### src/common/bpb_defs.vh
// Constants of the blinds push-button channel
//----------------------------------------------------------------------
// Summary of operation
//----------------------------------------------------------------------
// Summary of operation
// - Blinds channel function makes the input drive a blinds actuator.
// - New input level accepted only after stable for selected debounce.
// - Push held at least long threshold (300 ms..1 s) counts long.
// - Double-click recognised only when double-click detection enabled.
// - Double-click only if second push starts within the window.
// - Block telegrams do nothing unless blocking is enabled.
// - Block polarity: default 1 blocks, inverted setting 0 blocks.
// - Short and long pushes map to different blinds commands.
// - One-button mode: short push steps, long push moves.
// - Down mode: short push steps, long push lowers.
// - Up mode: short push steps, long push raises.
// - Stop sent on release or on next short push, as selected.
// - Power return: nothing, raise/lower now or after 5/10/15 s.
// - Ignore-block setting keeps input processing after block telegram.
// - On block set: send nothing, raise or lower.
// - On block cancel: send nothing, raise or lower.
`ifndef BPB_DEFS_VH
`define BPB_DEFS_VH

// Register byte offsets
`define BPB_OFS_CFG 8'h00
`define BPB_OFS_STATUS 8'h04
`define BPB_CFG_RESET 32'h0000_0008

// Configuration field positions
`define BPB_F_CHAN_EN 0
`define BPB_F_FUNC 1
`define BPB_F_DEB 3
`define BPB_F_LONG 6
`define BPB_F_DBL_EN 9
`define BPB_F_DBL_WIN 10
`define BPB_F_BLK_EN 13
`define BPB_F_BLK_POL 14
`define BPB_F_OPMODE 15
`define BPB_F_STOP_SHORT 17
`define BPB_F_RESTORE 18
`define BPB_F_SET_RESP 22
`define BPB_F_CAN_RESP 24

// Encodings
`define BPB_FUNC_BLINDS 2'h3
`define BPB_OP_ONE 2'h0
`define BPB_OP_DOWN 2'h1
`define BPB_OP_UP 2'h2
`define BPB_SET_IGNORE 2'h0
`define BPB_CMD_STEP 2'h0
`define BPB_CMD_MOVE 2'h1
`define BPB_CMD_STOP 2'h2

// Timing
`define BPB_CLK_HZ 50000000
`define BPB_TICK_MS 1
`define BPB_CYC_PER_MS (`BPB_CLK_HZ / 1000 * `BPB_TICK_MS)
`define BPB_LONG_BASE_MS 300
`define BPB_LONG_STEP_MS 100
`define BPB_RESTORE_STEP_MS 5000

`endif

### src/hw/bpb_top.v
// Blinds push-button channel with APB configuration
//
// The implementer's own choices: the placing of the registers and the APB register port.
`timescale 1ns/1ps
`default_nettype none
`include "bpb_defs.vh"

module bpb_top #(
	parameter CYC_PER_MS = `BPB_CYC_PER_MS
) (
	// Clock and reset
	input wire mclk,
	input wire sys_rst,
	// APB slave
	input wire psel,
	input wire penable,
	input wire pwrite,
	input wire [7:0] paddr,
	input wire [31:0] pwdata,
	output reg [31:0] prdata,
	output reg pready,
	output reg pslverr,
	// Channel inputs
	input wire btn_in,
	input wire blk_tel_valid,
	input wire blk_tel_value,
	input wire pwr_restore,
	// Command to the actuator and double-click pulse
	output reg cmd_valid,
	output reg [1:0] cmd_kind,
	output reg cmd_down,
	output reg dbl_click
);

	localparam S_IDLE = 4'b0001;
	localparam S_PRESS = 4'b0010;
	localparam S_LONG = 4'b0100;
	localparam S_WAIT = 4'b1000;

	reg [31:0] cfg_reg;
	reg [31:0] tick_cnt_reg;
	reg tick_reg;
	reg db_level_reg;
	reg db_prev_reg;
	reg [13:0] db_cnt_reg;
	reg [3:0] state_reg;
	reg [3:0] state_next;
	reg [13:0] pm_cnt_reg;
	reg [13:0] pm_cnt_next;
	reg second_reg;
	reg second_next;
	reg short_evt;
	reg long_evt;
	reg rel_evt;
	reg dbl_evt;
	reg blocked_reg;
	reg moving_reg;
	reg dir_reg;
	reg [13:0] rs_cnt_reg;
	reg rs_pend_reg;
	reg rs_down_reg;
	reg [13:0] deb_ms;
	reg go;
	reg [1:0] kind;
	reg dn;
	reg push_cmd;

	//------------------------------------------------------------
	// Configuration fields
	//------------------------------------------------------------
	wire chan_en = cfg_reg[`BPB_F_CHAN_EN];
	wire [1:0] func = cfg_reg[`BPB_F_FUNC +: 2];
	wire [2:0] deb_sel = cfg_reg[`BPB_F_DEB +: 3];
	wire [2:0] long_sel = cfg_reg[`BPB_F_LONG +: 3];
	wire dbl_en = cfg_reg[`BPB_F_DBL_EN];
	wire [2:0] dbl_sel = cfg_reg[`BPB_F_DBL_WIN +: 3];
	wire blk_en = cfg_reg[`BPB_F_BLK_EN];
	wire blk_pol = cfg_reg[`BPB_F_BLK_POL];
	wire [1:0] opmode = cfg_reg[`BPB_F_OPMODE +: 2];
	wire stop_short = cfg_reg[`BPB_F_STOP_SHORT];
	wire [3:0] rs_sel = cfg_reg[`BPB_F_RESTORE +: 4];
	wire [1:0] set_resp = cfg_reg[`BPB_F_SET_RESP +: 2];
	wire [1:0] can_resp = cfg_reg[`BPB_F_CAN_RESP +: 2];

	wire active = chan_en && (func == `BPB_FUNC_BLINDS);
	// Block only when enabled and not ignored
	wire blk_act = blk_en && (set_resp != `BPB_SET_IGNORE);
	wire supp = !active || blocked_reg;
	wire [31:0] long_full = `BPB_LONG_BASE_MS + long_sel * `BPB_LONG_STEP_MS;
	wire [13:0] long_ms = long_full[13:0];
	wire [31:0] dbl_full = `BPB_LONG_BASE_MS + dbl_sel * `BPB_LONG_STEP_MS;
	wire [13:0] dbl_ms = dbl_full[13:0];
	// Delay steps of 5 s, counted in ticks
	wire [3:0] rs_mult = (rs_sel >= 4'd6) ? rs_sel - 4'd5 : rs_sel - 4'd2;
	wire [31:0] rs_full = rs_mult * `BPB_RESTORE_STEP_MS - 1;
	wire press_evt = db_level_reg && !db_prev_reg;
	wire blk_new = blk_tel_value ^ blk_pol;
	wire cur_down = (opmode == `BPB_OP_DOWN) ? 1'b1 :
		(opmode == `BPB_OP_UP) ? 1'b0 : dir_reg;

	always @*
	begin
		case (deb_sel)
			3'd0: deb_ms = 14'd30;
			3'd1: deb_ms = 14'd50;
			3'd2: deb_ms = 14'd80;
			3'd3: deb_ms = 14'd100;
			3'd4: deb_ms = 14'd200;
			3'd5: deb_ms = 14'd1000;
			3'd6: deb_ms = 14'd5000;
			default: deb_ms = 14'd10000;
		endcase
	end

	//------------------------------------------------------------
	// Millisecond tick and debounce
	//------------------------------------------------------------
	always @(posedge mclk)
	begin
		if (sys_rst)
		begin
			tick_cnt_reg <= 32'h0000_0000;
			tick_reg <= 1'b0;
			db_level_reg <= 1'b0;
			db_prev_reg <= 1'b0;
			db_cnt_reg <= 14'h0000;
		end
		else
		begin
			tick_reg <= (tick_cnt_reg == CYC_PER_MS - 1);
			if (tick_cnt_reg == CYC_PER_MS - 1)
				tick_cnt_reg <= 32'h0000_0000;
			else
				tick_cnt_reg <= tick_cnt_reg + 32'h0000_0001;
			db_prev_reg <= db_level_reg;
			// Level taken only after stable delay
			if (btn_in == db_level_reg)
				db_cnt_reg <= 14'h0000;
			else if (tick_reg)
			begin
				if (db_cnt_reg + 14'h0001 >= deb_ms)
				begin
					db_level_reg <= btn_in;
					db_cnt_reg <= 14'h0000;
				end
				else
					db_cnt_reg <= db_cnt_reg + 14'h0001;
			end
		end
	end

	//------------------------------------------------------------
	// Push classification
	//------------------------------------------------------------
	always @*
	begin
		state_next = state_reg;
		pm_cnt_next = tick_reg ? pm_cnt_reg + 14'h0001 : pm_cnt_reg;
		second_next = second_reg;
		short_evt = 1'b0;
		long_evt = 1'b0;
		rel_evt = 1'b0;
		dbl_evt = 1'b0;
		case (state_reg)
			S_IDLE:
			begin
				pm_cnt_next = 14'h0000;
				if (press_evt)
				begin
					state_next = S_PRESS;
					second_next = 1'b0;
				end
			end
			S_PRESS:
			begin
				if (!db_level_reg)
				begin
					pm_cnt_next = 14'h0000;
					if (second_reg)
						state_next = S_IDLE;
					// Wait for a second click only if enabled
					else if (dbl_en)
						state_next = S_WAIT;
					else
					begin
						short_evt = 1'b1;
						state_next = S_IDLE;
					end
				end
				else if (pm_cnt_reg >= long_ms && !second_reg)
				begin
					long_evt = 1'b1;
					state_next = S_LONG;
				end
			end
			S_LONG:
			begin
				if (!db_level_reg)
				begin
					rel_evt = 1'b1;
					state_next = S_IDLE;
				end
			end
			S_WAIT:
			begin
				if (press_evt)
				begin
					dbl_evt = 1'b1;
					second_next = 1'b1;
					pm_cnt_next = 14'h0000;
					state_next = S_PRESS;
				end
				else if (pm_cnt_reg >= dbl_ms)
				begin
					short_evt = 1'b1;
					state_next = S_IDLE;
				end
			end
			default:
				state_next = S_IDLE;
		endcase
		// Inactive or blocked channel stays idle
		if (supp)
		begin
			state_next = S_IDLE;
			short_evt = 1'b0;
			long_evt = 1'b0;
			rel_evt = 1'b0;
			dbl_evt = 1'b0;
		end
	end

	//------------------------------------------------------------
	// Command selection
	//------------------------------------------------------------
	// Block and power responses win; a push in that cycle is lost
	always @*
	begin
		go = 1'b0;
		kind = `BPB_CMD_MOVE;
		dn = 1'b0;
		push_cmd = 1'b0;
		if (active && blk_tel_valid && blk_act && blk_new != blocked_reg)
		begin
			if (blk_new && set_resp[1])
			begin
				go = 1'b1;
				dn = set_resp[0];
			end
			else if (!blk_new && can_resp != 2'h0)
			begin
				go = 1'b1;
				dn = can_resp[1];
			end
		end
		else if (active && rs_pend_reg && tick_reg && rs_cnt_reg == 14'h0000)
		begin
			go = 1'b1;
			dn = rs_down_reg;
		end
		else if (active && pwr_restore && (rs_sel == 4'd1 || rs_sel == 4'd2))
		begin
			go = 1'b1;
			dn = (rs_sel == 4'd2);
		end
		// Stop on short push or release
		else if ((short_evt && moving_reg && stop_short) ||
			(rel_evt && moving_reg && !stop_short))
		begin
			go = 1'b1;
			push_cmd = 1'b1;
			kind = `BPB_CMD_STOP;
			dn = cur_down;
		end
		else if (short_evt)
		begin
			go = 1'b1;
			push_cmd = 1'b1;
			kind = `BPB_CMD_STEP;
			dn = cur_down;
		end
		else if (long_evt)
		begin
			go = 1'b1;
			push_cmd = 1'b1;
			dn = cur_down;
		end
	end

	//------------------------------------------------------------
	// Channel state and outputs
	//------------------------------------------------------------
	always @(posedge mclk)
	begin
		if (sys_rst)
		begin
			state_reg <= S_IDLE;
			pm_cnt_reg <= 14'h0000;
			second_reg <= 1'b0;
			blocked_reg <= 1'b0;
			moving_reg <= 1'b0;
			dir_reg <= 1'b0;
			rs_cnt_reg <= 14'h0000;
			rs_pend_reg <= 1'b0;
			rs_down_reg <= 1'b0;
			cmd_valid <= 1'b0;
			cmd_kind <= 2'h0;
			cmd_down <= 1'b0;
			dbl_click <= 1'b0;
		end
		else
		begin
			state_reg <= state_next;
			pm_cnt_reg <= pm_cnt_next;
			second_reg <= second_next;
			dbl_click <= dbl_evt;
			cmd_valid <= go;
			if (go)
			begin
				cmd_kind <= kind;
				cmd_down <= dn;
			end
			if (!blk_act || !active)
				blocked_reg <= 1'b0;
			else if (blk_tel_valid)
				blocked_reg <= blk_new;
			if (supp)
				moving_reg <= 1'b0;
			else if (push_cmd && kind == `BPB_CMD_MOVE)
			begin
				moving_reg <= 1'b1;
				// One button alternates direction
				if (opmode == `BPB_OP_ONE)
					dir_reg <= !dir_reg;
			end
			else if (push_cmd)
				moving_reg <= 1'b0;
			// Arm or count the delayed response
			if (!active)
				rs_pend_reg <= 1'b0;
			else if (pwr_restore && rs_sel >= 4'd3 && rs_sel <= 4'd8)
			begin
				rs_pend_reg <= 1'b1;
				rs_down_reg <= (rs_sel >= 4'd6);
				rs_cnt_reg <= rs_full[13:0];
			end
			else if (pwr_restore)
				rs_pend_reg <= 1'b0;
			else if (rs_pend_reg && tick_reg)
			begin
				if (rs_cnt_reg == 14'h0000)
					rs_pend_reg <= 1'b0;
				else
					rs_cnt_reg <= rs_cnt_reg - 14'h0001;
			end
		end
	end

	//------------------------------------------------------------
	// APB slave
	//------------------------------------------------------------
	// Zero wait states: answer in the first access cycle
	wire setup = psel && !penable;
	wire hit_cfg = (paddr == `BPB_OFS_CFG);
	wire hit_st = (paddr == `BPB_OFS_STATUS);

	always @(posedge mclk)
	begin
		if (sys_rst)
		begin
			cfg_reg <= `BPB_CFG_RESET;
			prdata <= 32'h0000_0000;
			pready <= 1'b0;
			pslverr <= 1'b0;
		end
		else
		begin
			pready <= setup;
			pslverr <= setup && !hit_cfg && !(hit_st && !pwrite);
			if (setup && !pwrite)
			begin
				if (hit_cfg)
					prdata <= cfg_reg;
				else if (hit_st)
					prdata <= {26'h000_0000, rs_pend_reg, dir_reg,
						moving_reg, blocked_reg, active, db_level_reg};
				else
					prdata <= 32'h0000_0000;
			end
			if (psel && penable && pready && pwrite && hit_cfg)
				cfg_reg <= {6'h00, pwdata[25:0]};
		end
	end

endmodule // bpb_top
`default_nettype wire

### config.mk
export PLATFORM = sky130hd
export DESIGN_NAME = bpb_top
export DESIGN_NICKNAME = d
export VERILOG_FILES = /design/src/hw/bpb_top.v
export VERILOG_INCLUDE_DIRS = /design/src /design/src/common
export SDC_FILE = /design/constraint.sdc
export NUM_CORES = 1
export LEC_CHECK = 0
export BUFFER_PORTS_ARGS = -buffer_cell sky130_fd_sc_hd__buf_4
export CORE_MARGIN = 4
export CORE_UTILIZATION = 30
export CTS_BUF_LIST = sky130_fd_sc_hd__clkbuf_4
export DETAILED_ROUTE_END_ITERATION = 7
export HOLD_SLACK_MARGIN = 0.06
export PLACE_DENSITY = 0.58
export SKIP_LAST_GASP = 1
export SYNTH_ARGS = -nofsm -noshare
export SYNTH_HDL_FRONTEND = slang
export SYNTH_SLANG_ARGS = --single-unit
### constraint.sdc
create_clock -name mclk -period 6.95 [get_ports mclk]
set_input_delay 1.39 -clock mclk [delete_from_list [all_inputs] [get_ports mclk]]
set_output_delay 1.39 -clock mclk [all_outputs]
set_load 0.05 [all_outputs]
==> results.json, run 1 <==
{
  "ys_ff_latch": 146,
  "skew_ns": 0.0280,
  "setup_ws_ns": 2.50,
  "maxCapViolCount": 0,
  "yosysMostFrequentCell": "dfxtp_1",
  "cts_hold_buf": 0,
  "yosys_warnings": 0,
  "peakVddDrop_v": 0.0000961,
  "yosys-top-cells-count": "dfxtp_1 (146), nor2_1 (124), nand2_1 (113)",
  "num-nets-final": 1213,
  "seq_area_um2": 2920,
  "area_growth_pct": 14.5,
  "crit_type": "flop to flop",
  "finalCritPeriodShare": 0.640,
  "pre_cts_slack_ns": 2.56,
  "vias": 7189,
  "power_frac_comb": 0.037,
  "clock.fmax_mhz": 225,
  "first_global_vias": 6940,
  "synth.largest_area_cell": "dfxtp_1",
  "synth_ff_type": "dfxtp_1",
  "critical_path_arrival_ns": 4.92,
  "cp-start-kind": "flop",
  "grt_setup_unrepaired": "no",
  "fillers": 2939,
  "status": "finished clean",
  "post_cts_resized": 0,
  "overflow": 0,
  "clockBufferDepth": 2,
  "slew_viol_final": 0,
  "synth.yosys.seq_area_share": 0.346,
  "netlist_area_um2": 8440,
  "port_buffers": 75,
  "netlist.area_leader.share": 0.346,
  "cts_made_buffers": 17,
  "grt_start_max_net_pins": 70,
  "finalWirelength_um": 20900,
  "synthTopCellsByArea": "dfxtp_1 (35%), ha_1 (12%), nor2_1 (5.5%)",
  "worst_pin_slew_ns": 1.07,
  "wire_per_inst_um": 14.1,
  "dpl_cell_area_um2": 9320,
  "switching_share": 0.247,
  "critical-path-max-stage-delay_ns": 0.57,
  "hold_path_class": "flop to flop",
  "clock_sinks": 146,
  "gp_congestion": 0.867,
  "ctsHtreeMaxLevel": 4,
  "coreArea_um2": 27800,
  "largest_reg_flops": 32,
  "detail_route.iter0.violations": 378,
  "async_flop_share": 0,
  "syn_avg_cell_area_um2": 8.21,
  "fin_area_um2": 9660,
  "dp_hpwl_um": 15300,
  "p_switching_uw": 380,
  "vias_per_cell": 4.87,
  "rows": 61,
  "antenna_found_initial": 1,
  "setup_tns_ns": 0,
  "die_w_um": 176,
  "drive_gt1_frac": 0.124,
  "drc_errors": 0,
  "p_int_mw": 1.16,
  "syn-instance-count": 1028,
  "cts_root_buf": "clkbuf_4",
  "path_cells": "ha_1 > nor2b_1 > nand2b_1 > mux2i_1 > inv_1 > fa_1 > ha_1 > inv_1 > fa_1 > nor2b_1 > nand2_1 > nor4_1 > xor2_1 > nand2_1 > a31oi_1",
  "post_cts_buffers": 0,
  "slowest_stage": "dfxtp_1",
  "ys_types": 71,
  "clk_pin_slew_ns": 0.14,
  "critPathRequiredTime_ns": 7.43,
  "reg2reg_depth": 15,
  "grt_pass1_wl_um": 34400,
  "gr-usage-all-layers": 0.135,
  "hold_depth": 2,
  "power_mw": 1.54,
  "die_h_um": 176,
  "die-area_um2": 30900,
  "setup_violations": 0,
  "hold_viol": 0,
  "ios": 88,
  "cts_tree": "yes",
  "multi_input_area_um2": 5160,
  "slew_headroom": 0.280,
  "start_util": 0.304,
  "seqPwrFrac": 0.548,
  "cp_max_fo": 11,
  "p_leak_nw": 3.82,
  "synth-edff-count": 0,
  "first_pass_iters": 7,
  "power.density_nw_per_um2": 159,
  "clockPowerShare": 0.416,
  "clock_latency_ns": 0.56,
  "cp-end-kind": "flop",
  "period_needed_ns": 4.45,
  "antenna_left": 0
}
-- worst paths after layout --
kind	start	endpoint	slack (ns)
setup / recovery	cfg_reg[20]$_SDFFE_PP0P_	rs_cnt_reg[12]$_SDFFE_PP0P_	2.50
hold / removal	cfg_reg[2]$_SDFFE_PP0P_	cfg_reg[2]$_SDFFE_PP0P_	0.50
setup reg to reg	cfg_reg[20]$_SDFFE_PP0P_	rs_cnt_reg[12]$_SDFFE_PP0P_	2.50
hold reg to reg	cfg_reg[2]$_SDFFE_PP0P_	cfg_reg[2]$_SDFFE_PP0P_	0.50
-- per-layer routing --
metal  global-route usage  part of all wire
met1                0.185              0.49
met2                0.215              0.45
met3               0.0338             0.048
met4               0.0318            0.0092
met5                    0                 0
-- metrics by stage --
step | utilization | hold slack [ns] | instances
floorplan | - | 0.438 | 1033
global placement | 0.336 | 0.458 | 1442
detailed placement | 0.336 | 0.477 | 1442
CTS | 0.348 | 0.494 | 1474
global route | 0.348 | 0.517 | 1475
finish | 0.348 | 0.497 | 1475
-- critical path: cells and delay by family (launching register included) --
kind | cells | cell delay, ns
adder cells (fa/ha/maj) | 4 | 1.65
AND/OR/NAND/NOR | 6 | 1.04
flip-flops | 1 | 0.57
multiplexers | 1 | 0.47
buffers and inverters | 2 | 0.32
XOR/XNOR | 1 | 0.18
AO/OA/AOI/OAI | 1 | 0.13
-- power by group through the flow --
stage	clock network, mW	logic [mW]	registers [mW]
finish	0.638	0.0560	0.841
global route	0.702	0.0607	0.842
CTS	0.657	0.0564	0.841
detailed placement	0	0.0563	0.859
global placement	0	0.0563	0.859
floorplan	0	0.0302	0.860
-- cells by family after synthesis --
| logic type | share of synthesized area |
|---|---|
| XOR/XNOR | 0.0836 |
| flip-flops | 0.346 |
| buffers and inverters | 0.0457 |
| other | 0.000444 |
| AND/OR/NAND/NOR | 0.231 |
| AO/OA/AOI/OAI | 0.154 |
| multiplexers | 0.0159 |
| adder cells (fa/ha/maj) | 0.123 |
-- placed cells by master (no fill, tap or decap), types with 4 or more instances in the layout --
cell type / Yosys / final
a211oi_1: 5 / 5
a21boi_0: 5 / 5
inv_1: 44 / 44
xor2_1: 44 / 44
a31oi_1: 8 / 8
or3_1: 14 / 14
or2_2: 7 / 7
nor4_1: 15 / 15
nand3_1: 31 / 31
inv_6: 0 / 5
o22ai_1: 5 / 5
and3_1: 15 / 15
xnor2_1: 34 / 34
clkbuf_4: 0 / 18
nand2b_1: 9 / 9
ha_1: 78 / 78
nand4_1: 13 / 13
nor2_1: 124 / 124
conb_1: 1 / 6
nor2b_1: 8 / 8
dfxtp_1: 146 / 146
a21o_1: 7 / 7
bufinv_16: 0 / 4
buf_4: 6 / 80
nand2_1: 113 / 113
o21ai_0: 36 / 36
nor3_1: 31 / 29
a22oi_1: 22 / 22
mux2i_1: 10 / 10
a22o_1: 7 / 7
a21oi_1: 86 / 86
-- cell type report --
cell class / count / area share
Timing Repair Buffer: 80 / 0.0622
Antenna cell: 1 / 0.000259
Sequential cell: 146 / 0.303
Clock buffer: 18 / 0.0140
Tap cell: 378 / 0.0490
Clock inverter: 14 / 0.0207
Multi-Input combinational cell: 793 / 0.534
Inverter: 45 / 0.0175
No activity file was read; power rests on OpenSTA's default activity.
==> run 2: changes to the inputs <==
--- a/config.mk
+++ b/config.mk
@@ -12,7 +12,7 @@
 export CTS_BUF_LIST = sky130_fd_sc_hd__clkbuf_4
 export DETAILED_ROUTE_END_ITERATION = 7
 export HOLD_SLACK_MARGIN = 0.06
-export PLACE_DENSITY = 0.58
+export PLACE_DENSITY = 0.6
 export SKIP_LAST_GASP = 1
 export SYNTH_ARGS = -nofsm -noshare
 export SYNTH_HDL_FRONTEND = slang
==> constraint.sdc (replaced) <==
create_clock -name mclk -period 4.02 [get_ports mclk]
set_input_delay 0.804 -clock mclk [delete_from_list [all_inputs] [get_ports mclk]]
set_output_delay 0.804 -clock mclk [all_outputs]
set_load 0.05 [all_outputs]
==> run 2 against run 1 <==
Net effect: fmax up 18%; sequential power up 72%; cell area up 0.22%; setup slack worse by 2.2 ns; non-clock buffer count up 9; largest cell class unchanged; core utilization up 0.077 points; sequential cell count unchanged; largest power group unchanged; global-route usage down 0.16 points; via count up 0.26%.
==> results.json, run 2 (synthesized netlist as in run 1, its figures left out) <==
{
  "port_buffers": 75,
  "wire_per_inst_um": 14.0,
  "coreArea_um2": 27800,
  "slowest_stage": "dfxtp_1",
  "setup_tns_ns": 0,
  "overflow": 0,
  "slew_viol_final": 0,
  "gp_congestion": 0.864,
  "num-nets-final": 1222,
  "cts_root_buf": "clkbuf_4",
  "antenna_found_initial": 1,
  "critPathRequiredTime_ns": 4.43,
  "die-area_um2": 30900,
  "cp-start-kind": "flop",
  "cts_hold_buf": 0,
  "vias": 7208,
  "reg2reg_depth": 15,
  "clock_latency_ns": 0.55,
  "final_common_cell": "dfxtp_1",
  "final_cell_mix": "dfxtp_1 (145), nor2_1 (123), nand2_1 (113), buf_4 (89), a21oi_1 (86)",
  "gr-usage-all-layers": 0.133,
  "crit_type": "flop to flop",
  "worst_pin_slew_ns": 1.09,
  "cts_made_buffers": 17,
  "hold_depth": 3,
  "worst_r2r_endpoint": "cmd_kind[0]$_SDFFE_PP0P_",
  "cp_max_fo": 7,
  "critical-path-max-stage-delay_ns": 0.49,
  "holdPathEnd": "cfg_reg[3]$_SDFFE_PP1P_",
  "peakVddDrop_v": 0.000161,
  "vias_per_cell": 4.86,
  "path_cells": "inv_1 > ha_1 > inv_1 > ha_1 > ha_1 > a21oi_1 > xnor2_1 > ha_1 > a21o_1 > a211o_1 > nor3_1 > a21oi_1 > o41ai_2 > nor2b_1 > nor3_1",
  "maxCapViolCount": 0,
  "largest_reg_flops": 32,
  "ios": 88,
  "cts_tree": "yes",
  "area_growth_pct": 14.8,
  "cpMostUsedCell": "ha_1",
  "clk_pin_slew_ns": 0.15,
  "antenna_left": 0,
  "finalWirelength_um": 20800,
  "worstReg2RegStart": "cfg_reg[11]$_SDFFE_PP0P_",
  "min-delay-start": "pwdata[3]",
  "cp-end-kind": "flop",
  "setup_ws_ns": 0.266,
  "drive_gt1_frac": 0.136,
  "hold_path_class": "input pin to flop",
  "pre_cts_slack_ns": 0.141,
  "ctsHtreeMaxLevel": 4,
  "period_needed_ns": 3.75,
  "grt_setup_unrepaired": "no",
  "status": "finished clean",
  "first_pass_iters": 7,
  "clock.fmax_mhz": 266,
  "first_global_vias": 6856,
  "skew_ns": 0.0332,
  "critical_path_arrival_ns": 4.17,
  "rows": 61,
  "slew_headroom": 0.270,
  "grt_pass1_wl_um": 34100,
  "setup_violations": 0,
  "rrSetupSlack_ns": 0.27,
  "die_w_um": 176,
  "detail_route.iter0.violations": 359,
  "start_util": 0.304,
  "die_h_um": 176,
  "finalCritPeriodShare": 0.934,
  "grt_start_max_net_pins": 50,
  "clockBufferDepth": 2,
  "p_leak_nw": 3.82,
  "drc_errors": 0,
  "hold_viol": 0,
  "clock_sinks": 146,
  "power.density_nw_per_um2": 254,
  "dp_hpwl_um": 15300
}
run 2: final cells by class:
cell class	count	area (µm²)
Fill cell	2978	18100
Multi-Input combinational cell	793	5180
Sequential cell	146	2920
Timing Repair Buffer	89	668
Tap cell	378	473
Inverter	45	169
Clock buffer	19	143
Clock inverter	13	126
Antenna cell	1	2.50
run 2: how the worst max path moves through the flow:
stage	start	end	cells past startpoint
finish	cfg_reg[11]$_SDFFE_PP0P_	cmd_kind[0]$_SDFFE_PP0P_	15
global route	cfg_reg[19]$_SDFFE_PP0P_	rs_cnt_reg[12]$_SDFFE_PP0P_	15
CTS	cfg_reg[19]$_SDFFE_PP0P_	rs_cnt_reg[12]$_SDFFE_PP0P_	15
detailed placement	cfg_reg[11]$_SDFFE_PP0P_	cmd_kind[0]$_SDFFE_PP0P_	15
global placement	cfg_reg[19]$_SDFFE_PP0P_	rs_cnt_reg[12]$_SDFFE_PP0P_	15
floorplan	cfg_reg[19]$_SDFFE_PP0P_	rs_cnt_reg[12]$_SDFFE_PP0P_	15
run 2: per-layer routing:
metal  track usage  share of wire
met5             0              0
met4        0.0244         0.0088
met3        0.0331          0.050
met2         0.211           0.44
met1         0.187           0.50
run 2: worst max-delay path: cells and delay by family (launching register included):
| kind | cells | cell delay (ns) |
|---|---|---|
| AOI/OAI and AO/OA | 5 | 1.29 |
| adders and majority gates | 4 | 1.08 |
| DFF | 1 | 0.49 |
| and+or+nand+nor | 3 | 0.41 |
| buffers and inverters | 2 | 0.17 |
| xor gates and xnor gates | 1 | 0.17 |
run 2: stage by stage:
step	total power, mW	utilization	hold WS, ns	area, µm²	std cells
floorplan	1.54	-	0.438	8460	1033
global placement	1.58	0.338	0.457	9390	1451
detailed placement	1.58	0.338	0.466	9390	1451
CTS	2.50	0.348	0.430	9660	1483
global route	2.56	0.348	0.435	9680	1484
finish	2.46	0.348	0.467	9680	1484
run 2: what timing repair did:
item / in CTS / in global routing
buffers inserted: 0 / 0
setup endpoints to repair: 0 / 15
resized for setup: 0 / 5
run 2: power by group:
part	internal, mW	switching (mW)	total [mW]
logic	0.0360	0.0606	0.0966
registers	1.45	0.00328	1.45
clock network	0.329	0.582	0.911
==> run 3: changes to the inputs <==
--- a/config.mk
+++ b/config.mk
@@ -13,6 +13,7 @@
 export DETAILED_ROUTE_END_ITERATION = 7
 export HOLD_SLACK_MARGIN = 0.06
 export PLACE_DENSITY = 0.6
+export RECOVER_POWER = 25
 export SKIP_LAST_GASP = 1
 export SYNTH_ARGS = -nofsm -noshare
 export SYNTH_HDL_FRONTEND = slang
==> run 3 against run 2 <==
Net effect: the run now ends with capacitance limit, slew limit left; sequential power about the same; non-clock buffer count unchanged; fmax up 0.23%; critical path type unchanged.
==> results.json, run 3 (synthesized netlist as in run 1, its figures left out) <==
{
  "status": "finished with violations",
  "violations": "capacitance limit, slew limit",
  "antenna_found_initial": 1,
  "first_pass_iters": 5,
  "cts_made_buffers": 17,
  "drc_errors": 0,
  "clk_pin_slew_ns": 0.15,
  "period_needed_ns": 3.75,
  "fin_area_um2": 9610,
  "critical_path_arrival_ns": 4.16,
  "crit_family": "compound AO/OA/AOI/OAI gates",
  "vias_per_cell": 4.88,
  "setup_violations": 0,
  "die_w_um": 176,
  "power.density_nw_per_um2": 256,
  "slew_viol_final": 34,
  "top_usage_layer": "met2",
  "cts_root_buf": "clkbuf_4",
  "dpl_cell_area_um2": 9390,
  "largest_reg_flops": 32,
  "dp_hpwl_um": 15300,
  "overflow": 0,
  "critical-path-max-stage-delay_ns": 0.49,
  "fillers": 2989,
  "slew_headroom": -0.560,
  "finalCritPeriodShare": 0.932,
  "skew_ns": 0.0328,
  "rows": 61,
  "cts_tree": "yes",
  "crit_buf_inv": 2,
  "ios": 88,
  "clock.fmax_mhz": 267,
  "die_h_um": 176,
  "start_util": 0.304,
  "grtUsageMet1": 0.187,
  "clock_latency_ns": 0.55,
  "gr-usage-all-layers": 0.133,
  "maxCapViolCount": 1,
  "cpMostUsedCell": "ha_1",
  "crit_type": "flop to flop",
  "area_growth_pct": 14.0,
  "first_global_vias": 6856,
  "hold_viol": 0,
  "worst_pin_slew_ns": 2.34,
  "detail_route.iter0.violations": 364,
  "gp_congestion": 0.864,
  "met2_usage": 0.211,
  "critPathRequiredTime_ns": 4.43,
  "fin_util": 0.346,
  "coreArea_um2": 27800,
  "setup_tns_ns": 0,
  "cp-end-kind": "flop",
  "hold_path_class": "input pin to flop",
  "finalWirelength_um": 20800,
  "power_mw": 2.46,
  "cp-start-kind": "flop",
  "cts_hold_buf": 0,
  "final_cell_mix": "dfxtp_1 (145), nor2_1 (123), nand2_1 (113), a21oi_1 (86), ha_1 (78)",
  "clockBufferDepth": 2,
  "grt_pass1_wl_um": 34100,
  "drive_gt1_frac": 0.119,
  "met3_usage": 0.0331,
  "port_buffers": 75,
  "clock_sinks": 146,
  "post_cts_buffers": 0,
  "p_leak_nw": 3.74,
  "die-area_um2": 30900,
  "cp_max_fo": 7,
  "hold_ws_ns": 0.470,
  "antenna_left": 0,
  "vias": 7239,
  "slowest_stage": "dfxtp_1",
  "peakVddDrop_v": 0.000161,
  "num-nets-final": 1222,
  "wire_per_inst_um": 14.0,
  "grt_setup_unrepaired": "no",
  "ctsHtreeMaxLevel": 4,
  "grt_start_max_net_pins": 50,
  "final_common_cell": "dfxtp_1",
  "path_cells": "inv_1 > ha_1 > inv_1 > ha_1 > ha_1 > a21oi_1 > xnor2_1 > ha_1 > a21o_1 > a211o_1 > nor3_1 > a21oi_1 > o41ai_2 > nor2b_1 > nor3_1"
}
run 3: final timing paths:
kind | start | endpoint | slack (ns) | depth (start not counted)
setup / recovery | cfg_reg[11]$_SDFFE_PP0P_ | cmd_kind[0]$_SDFFE_PP0P_ | 0.27 | 15
hold / removal | pwdata[3] | cfg_reg[3]$_SDFFE_PP1P_ | 0.47 | 3
setup reg to reg | cfg_reg[11]$_SDFFE_PP0P_ | cmd_kind[0]$_SDFFE_PP0P_ | 0.27 | 15
hold reg to reg | tick_cnt_reg[0]$_SDFF_PP0_ | tick_cnt_reg[0]$_SDFF_PP0_ | 0.49 | 1
run 3: area by class of cell:
cell class	instances	area [µm²]	area share
Sequential cell	146	2920	0.304
Tap cell	378	473	0.0492
Timing Repair Buffer	89	601	0.0625
Multi-Input combinational cell	793	5180	0.538
Antenna cell	1	2.50	0.000260
Clock inverter	13	126	0.0131
Clock buffer	19	143	0.0148
Inverter	45	169	0.0176
run 3: power breakdown:
group	switching (mW)	internal [mW]	leakage [nW]	total [mW]
logic	0.0610	0.0351	2.42	0.0960
registers	0.00327	1.45	1.18	1.45
clock network	0.581	0.329	0.137	0.910
run 3: worst reg2reg max path: cells and delay by family (launching register included):
kind,cells,cell delay (ns)
AOI/OAI and AO/OA,5,1.28
adders and majority gates,4,1.08
DFF,1,0.49
and+or+nand+nor,3,0.41
xor gates and xnor gates,1,0.18
buffers and inverters,2,0.17
run 3: metal layers:
| layer | part of all wire | vias to the layer above |
|---|---|---|
| li1 | - | 3720 |
| met1 | 0.50 | 3338 |
| met2 | 0.44 | 161 |
| met3 | 0.051 | 20 |
| met4 | 0.012 | 0 |
| met5 | 0 | - |
run 3: repair_timing:
item                       4_1_cts  5_1_grt
hold endpoints to repair         0        0
setup endpoints to repair        0       15
gates resized for setup          0        5
run 3: per-stage QoR:
step | setup WS (ns) | cells
floorplan | 0.240 | 1033
detailed placement | 0.141 | 1451
finish | 0.275 | 1484
global route | 0.00242 | 1484
CTS | 0.111 | 1483
global placement | 0.257 | 1451
